--- src/common/scw_pkg.sv ---
// safety control word decoder: shared constants, types and register map
// assumes a 32-bit apb with byte addresses, one register per aligned word
package scw_pkg;
    localparam int          DATA_W        = 32;
    localparam int          ADDR_W        = 8;
    localparam int          WORD_W        = 16;
    localparam int          NUM_RAMP      = 4;
    localparam int          NUM_EVT       = 4;
    // register byte offsets
    localparam logic [7:0]  OFS_FB_SEL    = 8'h00;
    localparam logic [7:0]  OFS_WORD      = 8'h04;
    localparam logic [7:0]  OFS_STATE     = 8'h08;
    localparam logic [7:0]  OFS_IRQ_STAT  = 8'h0c;
    localparam logic [7:0]  OFS_IRQ_CLR   = 8'h10;
    localparam logic [7:0]  OFS_IRQ_EN    = 8'h14;
    // selection values
    localparam logic [7:0]  FB_SEL_NONE   = 8'h00;
    localparam logic [7:0]  FB_SEL_RST    = 8'h00;
    localparam logic [15:0] WORD_RST      = 16'h0000;
    // ramp function indices
    localparam int          IDX_SS1       = 0;
    localparam int          IDX_SS2       = 1;
    localparam int          IDX_SOS       = 2;
    localparam int          IDX_SLS       = 3;
    // interrupt event bit positions
    localparam int          EVT_ACK       = 0;
    localparam int          EVT_DROP      = 1;
    localparam int          EVT_SENSOR    = 2;
    localparam int          EVT_CHANGE    = 3;
    // safety_control_word layout, msb first; select bits are active low
    typedef struct packed {
        logic [4:0] dev_specific;
        logic       speed_level_high_bit;
        logic       speed_level_low_bit;
        logic       reserved_8;
        logic       fault_ack;
        logic [1:0] reserved_5_6;
        logic       sls_deselect;
        logic       sos_deselect;
        logic       ss2_deselect;
        logic       ss1_deselect;
        logic       sto_deselect;
    } ctrl_word_t;
    // drive-side commands
    typedef struct packed {
        logic coast_stop;
        logic quick_stop;
        logic stop_monitor_start;
        logic fault_ack_pulse;
    } drive_cmd_t;
    typedef enum logic [1:0] {
        FN_IDLE,
        FN_DECEL,
        FN_ACTIVE
    } fn_state_t;
endpackage : scw_pkg

--- src/rtl/safety_control_word_decoder.sv ---
// safety control word decoder: telegram word to safety function control
// assumes telegram_valid and the drive status inputs come from logic on pclk
//
// Behaviour
// - select of bit 0 low activates torque off and commands coast stop.
// - bit 1 low: quick stop, start monitor timer, torque off after decel.
// - bit 1 high ends stop-1 at once unless a fault holds it.
// - bit 2 low: quick stop, monitor timer, operating stop; needs safe sensors.
// - bit 2 high ends stop-2 at once unless a fault holds it.
// - bit 3 low starts ramp supervision, operating stop after decel.
// - bit 3 high ends operating stop unless fault or stop-2 standstill.
// - bit 4 low: ramp supervision, limited speed after decel; safe sensors.
// - bit 4 high ends limited speed unless a fault holds it.
// - falling edge of bit 7 acknowledges faults; steady level does nothing.
// - bits 10 and 9 give speed level 0 to 3; bit 4 requests it.
// - bits 5, 6 and 8 are reserved and unused.
// - word accepted only when fieldbus selection names this protocol.
`timescale 1ns/1ps
`default_nettype none
module safety_control_word_decoder
    import scw_pkg::*;
#(
    parameter logic [7:0] PROTO_CODE = 8'h01
) (
    input  wire logic                pclk,
    input  wire logic                presetn,
    input  wire logic                psel,
    input  wire logic                penable,
    input  wire logic                pwrite,
    input  wire logic [ADDR_W-1:0]   paddr,
    input  wire logic [DATA_W-1:0]   pwdata,
    output logic      [DATA_W-1:0]   prdata,
    output logic                     pready,
    output logic                     pslverr,
    input  wire logic                telegram_valid,
    input  wire logic [WORD_W-1:0]   telegram_word,
    input  wire logic [NUM_RAMP:0]   fault_demand,
    input  wire logic                decel_done,
    input  wire logic                safe_sensors_ok,
    output logic                     safe_torque_off,
    output logic [NUM_RAMP-1:0]      ramp_fn_active,
    output logic [1:0]               speed_level,
    output drive_cmd_t               drive_cmd,
    output logic                     irq
);

    ctrl_word_t                word_reg;
    logic                      ack_prev_reg;
    logic [7:0]                fb_sel_reg;
    logic [NUM_EVT-1:0]        irq_stat_reg;
    logic [NUM_EVT-1:0]        irq_en_reg;
    logic                      sensor_trip_reg;
    fn_state_t                 st_reg  [NUM_RAMP];
    fn_state_t                 st_next [NUM_RAMP];
    logic [NUM_RAMP-1:0]       sel;
    logic [NUM_RAMP-1:0]       hold;
    logic [NUM_RAMP-1:0]       sensor_bad;
    logic [NUM_EVT-1:0]        evt;
    logic                      accept;
    logic                      ack_edge;
    logic                      wr_en;
    logic                      setup;

    // select bits of the four ramp functions, active low in the word
    function automatic logic [NUM_RAMP-1:0] ramp_select(input ctrl_word_t w);
        ramp_select = ~{w.sls_deselect, w.sos_deselect, w.ss2_deselect, w.ss1_deselect};
    endfunction : ramp_select

    function automatic logic needs_sensor(input int idx);
        needs_sensor = (idx != IDX_SS1);
    endfunction : needs_sensor

    // one decode for the error response, so a new register cannot be half mapped
    function automatic logic addr_mapped(input logic [ADDR_W-1:0] a);
        addr_mapped = a inside {OFS_FB_SEL, OFS_WORD, OFS_STATE,
                                OFS_IRQ_STAT, OFS_IRQ_CLR, OFS_IRQ_EN};
    endfunction : addr_mapped

    // word capture
    assign accept = telegram_valid && (fb_sel_reg == PROTO_CODE)
                    && (fb_sel_reg != FB_SEL_NONE);

    // bits 5, 6, 8 and 11..15 are kept for readback only, nothing decodes them
    always_ff @(posedge pclk or negedge presetn) begin
        if (!presetn) begin
            word_reg <= WORD_RST;
        end else if (accept) begin
            word_reg <= telegram_word;
        end
    end

    // reset word selects every function, so the drive starts torque-free
    assign sel = ramp_select(word_reg);

    // acknowledge edge, evaluated only between accepted telegrams
    always_ff @(posedge pclk or negedge presetn) begin
        if (!presetn) begin
            ack_prev_reg <= 1'b0;
        end else if (accept) begin
            ack_prev_reg <= telegram_word[7];
        end
    end

    assign ack_edge = accept && ack_prev_reg && !telegram_word[7];

    // other-function sub state constraints
    always_comb begin
        hold          = fault_demand[NUM_RAMP:1];
        hold[IDX_SOS] = fault_demand[IDX_SOS+1]
                        || (st_reg[IDX_SS2] == FN_ACTIVE);
    end

    // ramp function state machines
    generate
        for (genvar i = 0; i < NUM_RAMP; i++) begin : g_ramp
            assign sensor_bad[i] = sel[i] && needs_sensor(i) && !safe_sensors_ok;
            always_comb begin
                st_next[i] = st_reg[i];
                case (st_reg[i])
                    FN_IDLE: begin
                        if ((sel[i] && !sensor_bad[i]) || hold[i]) begin
                            st_next[i] = FN_DECEL;
                        end
                    end
                    FN_DECEL: begin
                        if (!sel[i] && !hold[i]) begin
                            st_next[i] = FN_IDLE;
                        end else if (decel_done) begin
                            st_next[i] = FN_ACTIVE;
                        end
                    end
                    FN_ACTIVE: begin
                        if (!sel[i] && !hold[i]) begin
                            st_next[i] = FN_IDLE;
                        end
                    end
                    default: begin
                        st_next[i] = FN_IDLE;
                    end
                endcase
            end
            always_ff @(posedge pclk or negedge presetn) begin
                if (!presetn) begin
                    st_reg[i] <= FN_IDLE;
                end else begin
                    st_reg[i] <= st_next[i];
                end
            end
        end
    endgenerate

    // one process owns the whole output vector, so no bit has two writers
    always_ff @(posedge pclk or negedge presetn) begin
        if (!presetn) begin
            ramp_fn_active <= '0;
        end else begin
            for (int j = 0; j < NUM_RAMP; j++) begin
                ramp_fn_active[j] <= (st_next[j] == FN_ACTIVE);
            end
        end
    end

    // missing safe sensors cannot be supervised, so fall back to torque off
    always_ff @(posedge pclk or negedge presetn) begin
        if (!presetn) begin
            sensor_trip_reg <= 1'b0;
        end else begin
            sensor_trip_reg <= |sensor_bad;
        end
    end

    // torque off
    always_ff @(posedge pclk or negedge presetn) begin
        if (!presetn) begin
            safe_torque_off <= 1'b1;
        end else begin
            safe_torque_off <= !word_reg.sto_deselect
                               || fault_demand[0]
                               || sensor_trip_reg
                               || (st_next[IDX_SS1] == FN_ACTIVE);
        end
    end

    // drive commands
    always_ff @(posedge pclk or negedge presetn) begin
        if (!presetn) begin
            drive_cmd <= '0;
        end else begin
            drive_cmd.coast_stop         <= !word_reg.sto_deselect;
            drive_cmd.quick_stop         <= (st_next[IDX_SS1] == FN_DECEL)
                                            || (st_next[IDX_SS2] == FN_DECEL);
            drive_cmd.stop_monitor_start <= ((st_reg[IDX_SS1] == FN_IDLE)
                                             && (st_next[IDX_SS1] == FN_DECEL))
                                            || ((st_reg[IDX_SS2] == FN_IDLE)
                                             && (st_next[IDX_SS2] == FN_DECEL));
            drive_cmd.fault_ack_pulse    <= ack_edge;
        end
    end

    // speed level; the request itself is the limited-speed select bit
    always_ff @(posedge pclk or negedge presetn) begin
        if (!presetn) begin
            speed_level <= 2'b00;
        end else begin
            speed_level <= {word_reg.speed_level_high_bit,
                            word_reg.speed_level_low_bit};
        end
    end

    // events
    always_comb begin
        evt             = '0;
        evt[EVT_ACK]    = ack_edge;
        evt[EVT_DROP]   = telegram_valid && !accept;
        evt[EVT_SENSOR] = (|sensor_bad) && !sensor_trip_reg;
        evt[EVT_CHANGE] = accept && (telegram_word != word_reg);
    end

    // apb slave, answers with one access cycle
    assign setup = psel && !penable;
    assign wr_en = psel && penable && pready && pwrite;

    always_ff @(posedge pclk or negedge presetn) begin
        if (!presetn) begin
            pready  <= 1'b0;
            pslverr <= 1'b0;
            prdata  <= '0;
        end else begin
            pready  <= setup;
            pslverr <= setup && !addr_mapped(paddr);
            prdata  <= '0;
            if (setup && !pwrite) begin
                case (paddr)
                    OFS_FB_SEL:   prdata <= {24'h000000, fb_sel_reg};
                    OFS_WORD:     prdata <= {16'h0000, word_reg};
                    OFS_STATE:    prdata <= {24'h000000, speed_level, 1'b0,
                                             ramp_fn_active, safe_torque_off};
                    OFS_IRQ_STAT: prdata <= {28'h0000000, irq_stat_reg};
                    OFS_IRQ_EN:   prdata <= {28'h0000000, irq_en_reg};
                    default:      prdata <= '0;
                endcase
            end
        end
    end

    always_ff @(posedge pclk or negedge presetn) begin
        if (!presetn) begin
            fb_sel_reg <= FB_SEL_RST;
            irq_en_reg <= '0;
        end else if (wr_en) begin
            if (paddr == OFS_FB_SEL) begin
                fb_sel_reg <= pwdata[7:0];
            end
            if (paddr == OFS_IRQ_EN) begin
                irq_en_reg <= pwdata[NUM_EVT-1:0];
            end
        end
    end

    // a new event wins over a clear in the same cycle
    always_ff @(posedge pclk or negedge presetn) begin
        if (!presetn) begin
            irq_stat_reg <= '0;
        end else if (wr_en && (paddr == OFS_IRQ_CLR)) begin
            irq_stat_reg <= (irq_stat_reg & ~pwdata[NUM_EVT-1:0]) | evt;
        end else begin
            irq_stat_reg <= irq_stat_reg | evt;
        end
    end

    always_ff @(posedge pclk or negedge presetn) begin
        if (!presetn) begin
            irq <= 1'b0;
        end else begin
            irq <= |(irq_stat_reg & irq_en_reg);
        end
    end

endmodule : safety_control_word_decoder
`default_nettype wire

--- config.mk ---
export PLATFORM = sky130hd
export DESIGN_NAME = safety_control_word_decoder
export DESIGN_NICKNAME = d
export VERILOG_FILES = /design/src/common/scw_pkg.sv /design/src/rtl/safety_control_word_decoder.sv
export SDC_FILE = /design/constraint.sdc
export NUM_CORES = 1
export LEC_CHECK = 0
export ABC_AREA = 1
export BUFFER_PORTS_ARGS = -buffer_cell sky130_fd_sc_hd__buf_2
export CAP_MARGIN = 10
export CELL_PAD_IN_SITES_DETAIL_PLACEMENT = 1
export CELL_PAD_IN_SITES_GLOBAL_PLACEMENT = 1
export CORE_UTILIZATION = 33
export CTS_CLUSTER_DIAMETER = 200
export DETAILED_ROUTE_END_ITERATION = 8
export PLACE_DENSITY = 0.79
export SLEW_MARGIN = 20
export SYNTH_ARGS = -nofsm -noshare
export SYNTH_HDL_FRONTEND = slang
export SYNTH_SLANG_ARGS = --single-unit
--- constraint.sdc ---
create_clock -name pclk -period 1.1 [get_ports pclk]
set_input_delay 0.22 -clock pclk [delete_from_list [all_inputs] [get_ports pclk]]
set_output_delay 0.22 -clock pclk [all_outputs]
set_load 0.02 [all_outputs]
* Yosys cells after proc, flatten, opt, wreduce, memory -nomap -nowiden
Cells that the tools add are included. Widths: inputs -> output; s select.
Cells by class: equality and inequality tests 21, multiplexer cells 23, bitwise gates (word level) 6, reduce and logical (&&, ||, !) cells 66
Operators by type and width (count):
- $pmux 16 s5 | 1
- $mux 2 | 16
- $logic_and 1x1->1 | 26
- $pmux 2 s3 | 4
- $logic_not 1->1 | 19
- $eq 2x2->1 const B | 8
- $eq 8x4->1 const B | 2
- $eq 8x5->1 const B | 2
- $mux 16 | 1
- $ne 16x16->1 | 1
- $eq 2x1->1 const B | 6
- $logic_or 1x1->1 | 10
- $and 4x4->4 | 2
- $eq 8x1->1 const B | 1
- $eq 8x3->1 const B | 1
- $logic_not 2->1 | 4
- $logic_not 8->1 | 1
- $not 4->4 | 2
- $or 4x4->4 | 2
- $reduce_bool 8->1 | 1
- $reduce_bool 6->1 | 1
- $mux 4 | 1
- $reduce_and 2->1 | 2
- $reduce_or 4->1 | 1
- $reduce_or 3->1 | 1
Storage, ports and cells: register bits after elaboration 87, input port bits 69, word-level logic and storage cells 146

* Logic depth before layout (Yosys ltp)
word-level depth 10, depth in mapped cells 9, mapped depth without buffers 9

* Worst setup path before layout
No wires, ideal clock.
kind register to register, start reg pready, end reg fb_sel_reg[3], arrival 1149 ps, data required time 982 ps, path slack -167 ps, stages on the path, launching flop included 7, clock period less this slack 1267 ps, cells stage by stage dfrtp_1 > nand2_1 > nor2_1 > nand2_2 > buf_6 > nand2_1 > o21ai_2
On the way: longest elaborated chain between the ends 3
RTL lines:
- start: declaration | RTL line safety_control_word_decoder.sv:33 | output logic pready,
- start signal: assignment | RTL line safety_control_word_decoder.sv:229 | pready <= setup;
- $logic_and 1x1->1 (2 in series) | RTL line safety_control_word_decoder.sv:221 | assign wr_en = psel && penable && pready && pwrite;
- $reduce_and 2->1 (no line)
- end signal: assignment | RTL line safety_control_word_decoder.sv:252 | fb_sel_reg <= pwdata[7:0];
- end: declaration | RTL line safety_control_word_decoder.sv:49 | logic [7:0] fb_sel_reg;
Every way passes these cells. A chain may end at the register's enable or synchronous reset.

* Final worst setup path
start reg fb_sel_reg[4], end reg word_reg[0] (netlist name)
On the way: longest elaborated chain between the ends 3, elaborated cells on any way between the ends 4, classes of those cells 1 x eq/ne; 3 x reduce/logical
RTL lines:
- $eq 8x1->1 | RTL line safety_control_word_decoder.sv:80 | assign accept = telegram_valid && (fb_sel_reg == PROTO_CODE)
- $logic_and 1x1->1 | RTL line safety_control_word_decoder.sv:80
- $logic_and 1x1->1 * | RTL line safety_control_word_decoder.sv:81 | && (fb_sel_reg != FB_SEL_NONE);
- end signal: assignment | RTL line safety_control_word_decoder.sv:88 | word_reg <= telegram_word;
- end: declaration | RTL line safety_control_word_decoder.sv:47 | ctrl_word_t word_reg;
Mark *: on every way between the ends. The rest lies on a longest branch, timed or not.

==> results.yml <==
clock_tree:
  h-tree-depth: 3
  cts_buffer_depth: 2
  cts_buffers: 9
  clk_latency_ps: 360
  cts_tree: "built"
  cts.sinks: 71
  cts-root-buf: "clkbuf_8"
  clkTransAtPathRegs_ps: 80
yosys:
  syn-cell-area_sq_mm: 0.00355
  synth_top_cell_by_area: "dfrtp_1"
  synth_async_sr_flop_share_pct: 100
  synth_top_flop_cell: "dfrtp_1"
  synthTopCellsByCount: "nand2_1, dfrtp_1, inv_1, nor2_1, o21ai_0"
  synth_cells: 440
  synth_edf_count: 0
  yosys_warnings: 0
  synth.distinct_cells: 28
  synthTopCellsByArea: "dfrtp_1, nand2_1, inv_1"
  yosysMostFrequentCell: "nand2_1"
  avgSynthCellArea_sq_um: 8.06
  synth_top_area_share_pct: 49.4
  ys_seq_area_share_pct: 50.1
  ys_seq_elements: 71
critical_path:
  worstSetupEndpointType: "flip-flop"
  path_depth: 7
  r2r_cells: 7
  critPathKind: "reg -> reg"
  cp.arrival_ps: 1580
  timing.rr.start: "fb_sel_reg[4]"
  crit_family: "simple AND/OR/NAND/NOR gates"
  cp_cell_sequence: "inv_2, nand2_2, nor3_4, nand3_2, buf_12, nand2_1, o21ai_0"
  reg2reg_slack_ps: -250
  critical_path.slowest_cell: "dfrtp_1"
  reg2reg_to: "word_reg[0]"
  startpoint: "fb_sel_reg[4]"
  crit_fanout: 36
  worstSetupStartpointType: "flip-flop"
  worst_path_largest_cell_delay_ps: 400
  worstPathRequired_ps: 1330
  endpoint: "word_reg[0]"
  crit_buf_inv: 2
global_routing:
  grt_first_pass_wirelength_microns: 17600
  grt_max_degree: 39
  grt_util_met3_pct: 3.46
  use_met2_pct: 36.7
  track_usage_pct: 20.6
  antenna_found_initial: 0
  grt_pass1_vias: 3572
  grt_overflow: 0
  grt_use_met1_pct: 23.8
  grt_busiest_layer: "met2"
die:
  die_w_microns: 106
  die_h_microns: 106
  start_util_pct: 34.2
  core.rowCount: 37
  fp.coreArea_sq_mm: 0.0104
  die_area_sq_mm: 0.0112
  num_io_pins: 115
timing:
  setup_viol: 41
  fin_crit_ps: 1350
  tns_ps: -4700
  finClkSkew_ps: 8.71
  hold_viol: 0
  finalCritPeriodShare_pct: 123
  setup_ws_ps: -248
  fmax_mhz: 742
  rsz0062_at_grt: "yes"
  drv_slew: 0
  whs_ps: 43.8
routing:
  detail-route-antenna-nets: 0
  drtIter0Drc: 75
  vias: 3370
  avgViaCountPerCell: 4.67
  drt-total-wl_microns: 11300
  drc: 0
  wl_per_cell_microns: 15.6
  first_pass_iters: 4
finish:
  fillers: 1272
  largest_reg_flops: 16
  fin_cells: 721
  area_growth_pct: 44.2
  antenna_cells: 0
  drive_gt1_share_pct: 40.0
  nets: 649
  fin_util_pct: 49.3
  postLayoutCellArea_sq_mm: 0.00512
power:
  clkPwrFrac_pct: 29.9
  internal-power_mw: 4.48
  power_mw: 6.59
  switchingPower_mw: 2.11
  p_sw_share_pct: 32.0
  irDropWorstVdd_uv: 566
  p_leak_nw: 2.61
  p_per_area_mw_per_mm2: 1290
  pwr-share-seq_pct: 46.9
  combPwrFrac_pct: 23.2
run_status:
  violations: "negative setup slack"
  status: "finished, violations left"
place:
  place_inst: 687
  io_buffers: 74
  dpl.hpwl_microns: 7630
  routabilityCongestion: 0.791
  placed_area_sq_mm: 0.00435
  dp_slack_ps: -250
min_path:
  min_path_type: "in -> reg"
  worstHoldStart: "penable"
flow_run:
  maxCapViolCount: 0
-- power groups by stage --
stage	sequential (mW)	clock, mW	combinational [mW]
2_1_floorplan	3.18	0	0.581
6_report	3.09	1.97	1.53
3_5_place_dp	3.10	0	1.13
5_1_grt	3.11	2.14	1.67
3_3_place_gp	3.08	0	1.05
4_1_cts	3.06	2.04	1.40
-- repair_timing --
action,in CTS,in global routing
hold buffers,1,0
setup buffers,9,9
endpoints found under the hold margin,70,0
pin swaps,3,19
cloned,1,0
setup endpoints to repair,57,76
gates resized for setup,71,61
-- cell usage in the layout, fill, tap and decap left out, types with 11 or more instances in the layout --
cell,netlist,routed
nand3_1,26,22
dfrtp_1,70,68
nor3_1,13,13
buf_2,3,44
inv_2,6,12
nand2_1,117,104
clkbuf_8,0,11
conb_1,1,16
inv_1,62,56
buf_4,16,46
buf_6,4,42
nor2_1,39,30
nand2_2,14,17
o21ai_0,27,20
-- layer usage --
metal  vias to the layer above  part of all wire (%)
li1                       1611                     -
met1                      1646                    40
met2                        87                    53
met3                        26                   3.1
met4                         0                   3.0
met5                         -                     0
-- worst min path at each step --
| stage | slack [ps] | to | cells after the start |
|---|---|---|---|
| final | 40 | pready | 2 |
| after CTS | 30 | pready | 2 |
| after detailed placement | 60 | prdata[1] | 1 |
| after global placement | 60 | prdata[1] | 1 |
| after global routing | 50 | pready | 2 |
| after floorplan | -80 | ack_prev_reg | 0 |
-- cells by family (layout without fill, tap and decap cells) --
logic type,after synthesis,after routing,share of synthesized area [%]
and+or+nand+nor,230,231,29.7
buffers and inverters,91,220,12.3
DFF,71,71,50.1
AOI/OAI and AO/OA,47,47,7.79
other,1,16,0.106
-- area by class of cell --
cell class              instances  area, sq um  share of cell area [%]
clock buffers                  12          155                    3.03
flip-flops and latches         71         1780                    34.8
clock inverters                 4         30.0                   0.587
multi-input cells             294         1620                    31.6
repair buffers                136         1110                    21.7
inverters                      68          255                    4.99
well taps                     136          170                    3.33
No activity file was read; power rests on OpenSTA's default activity.
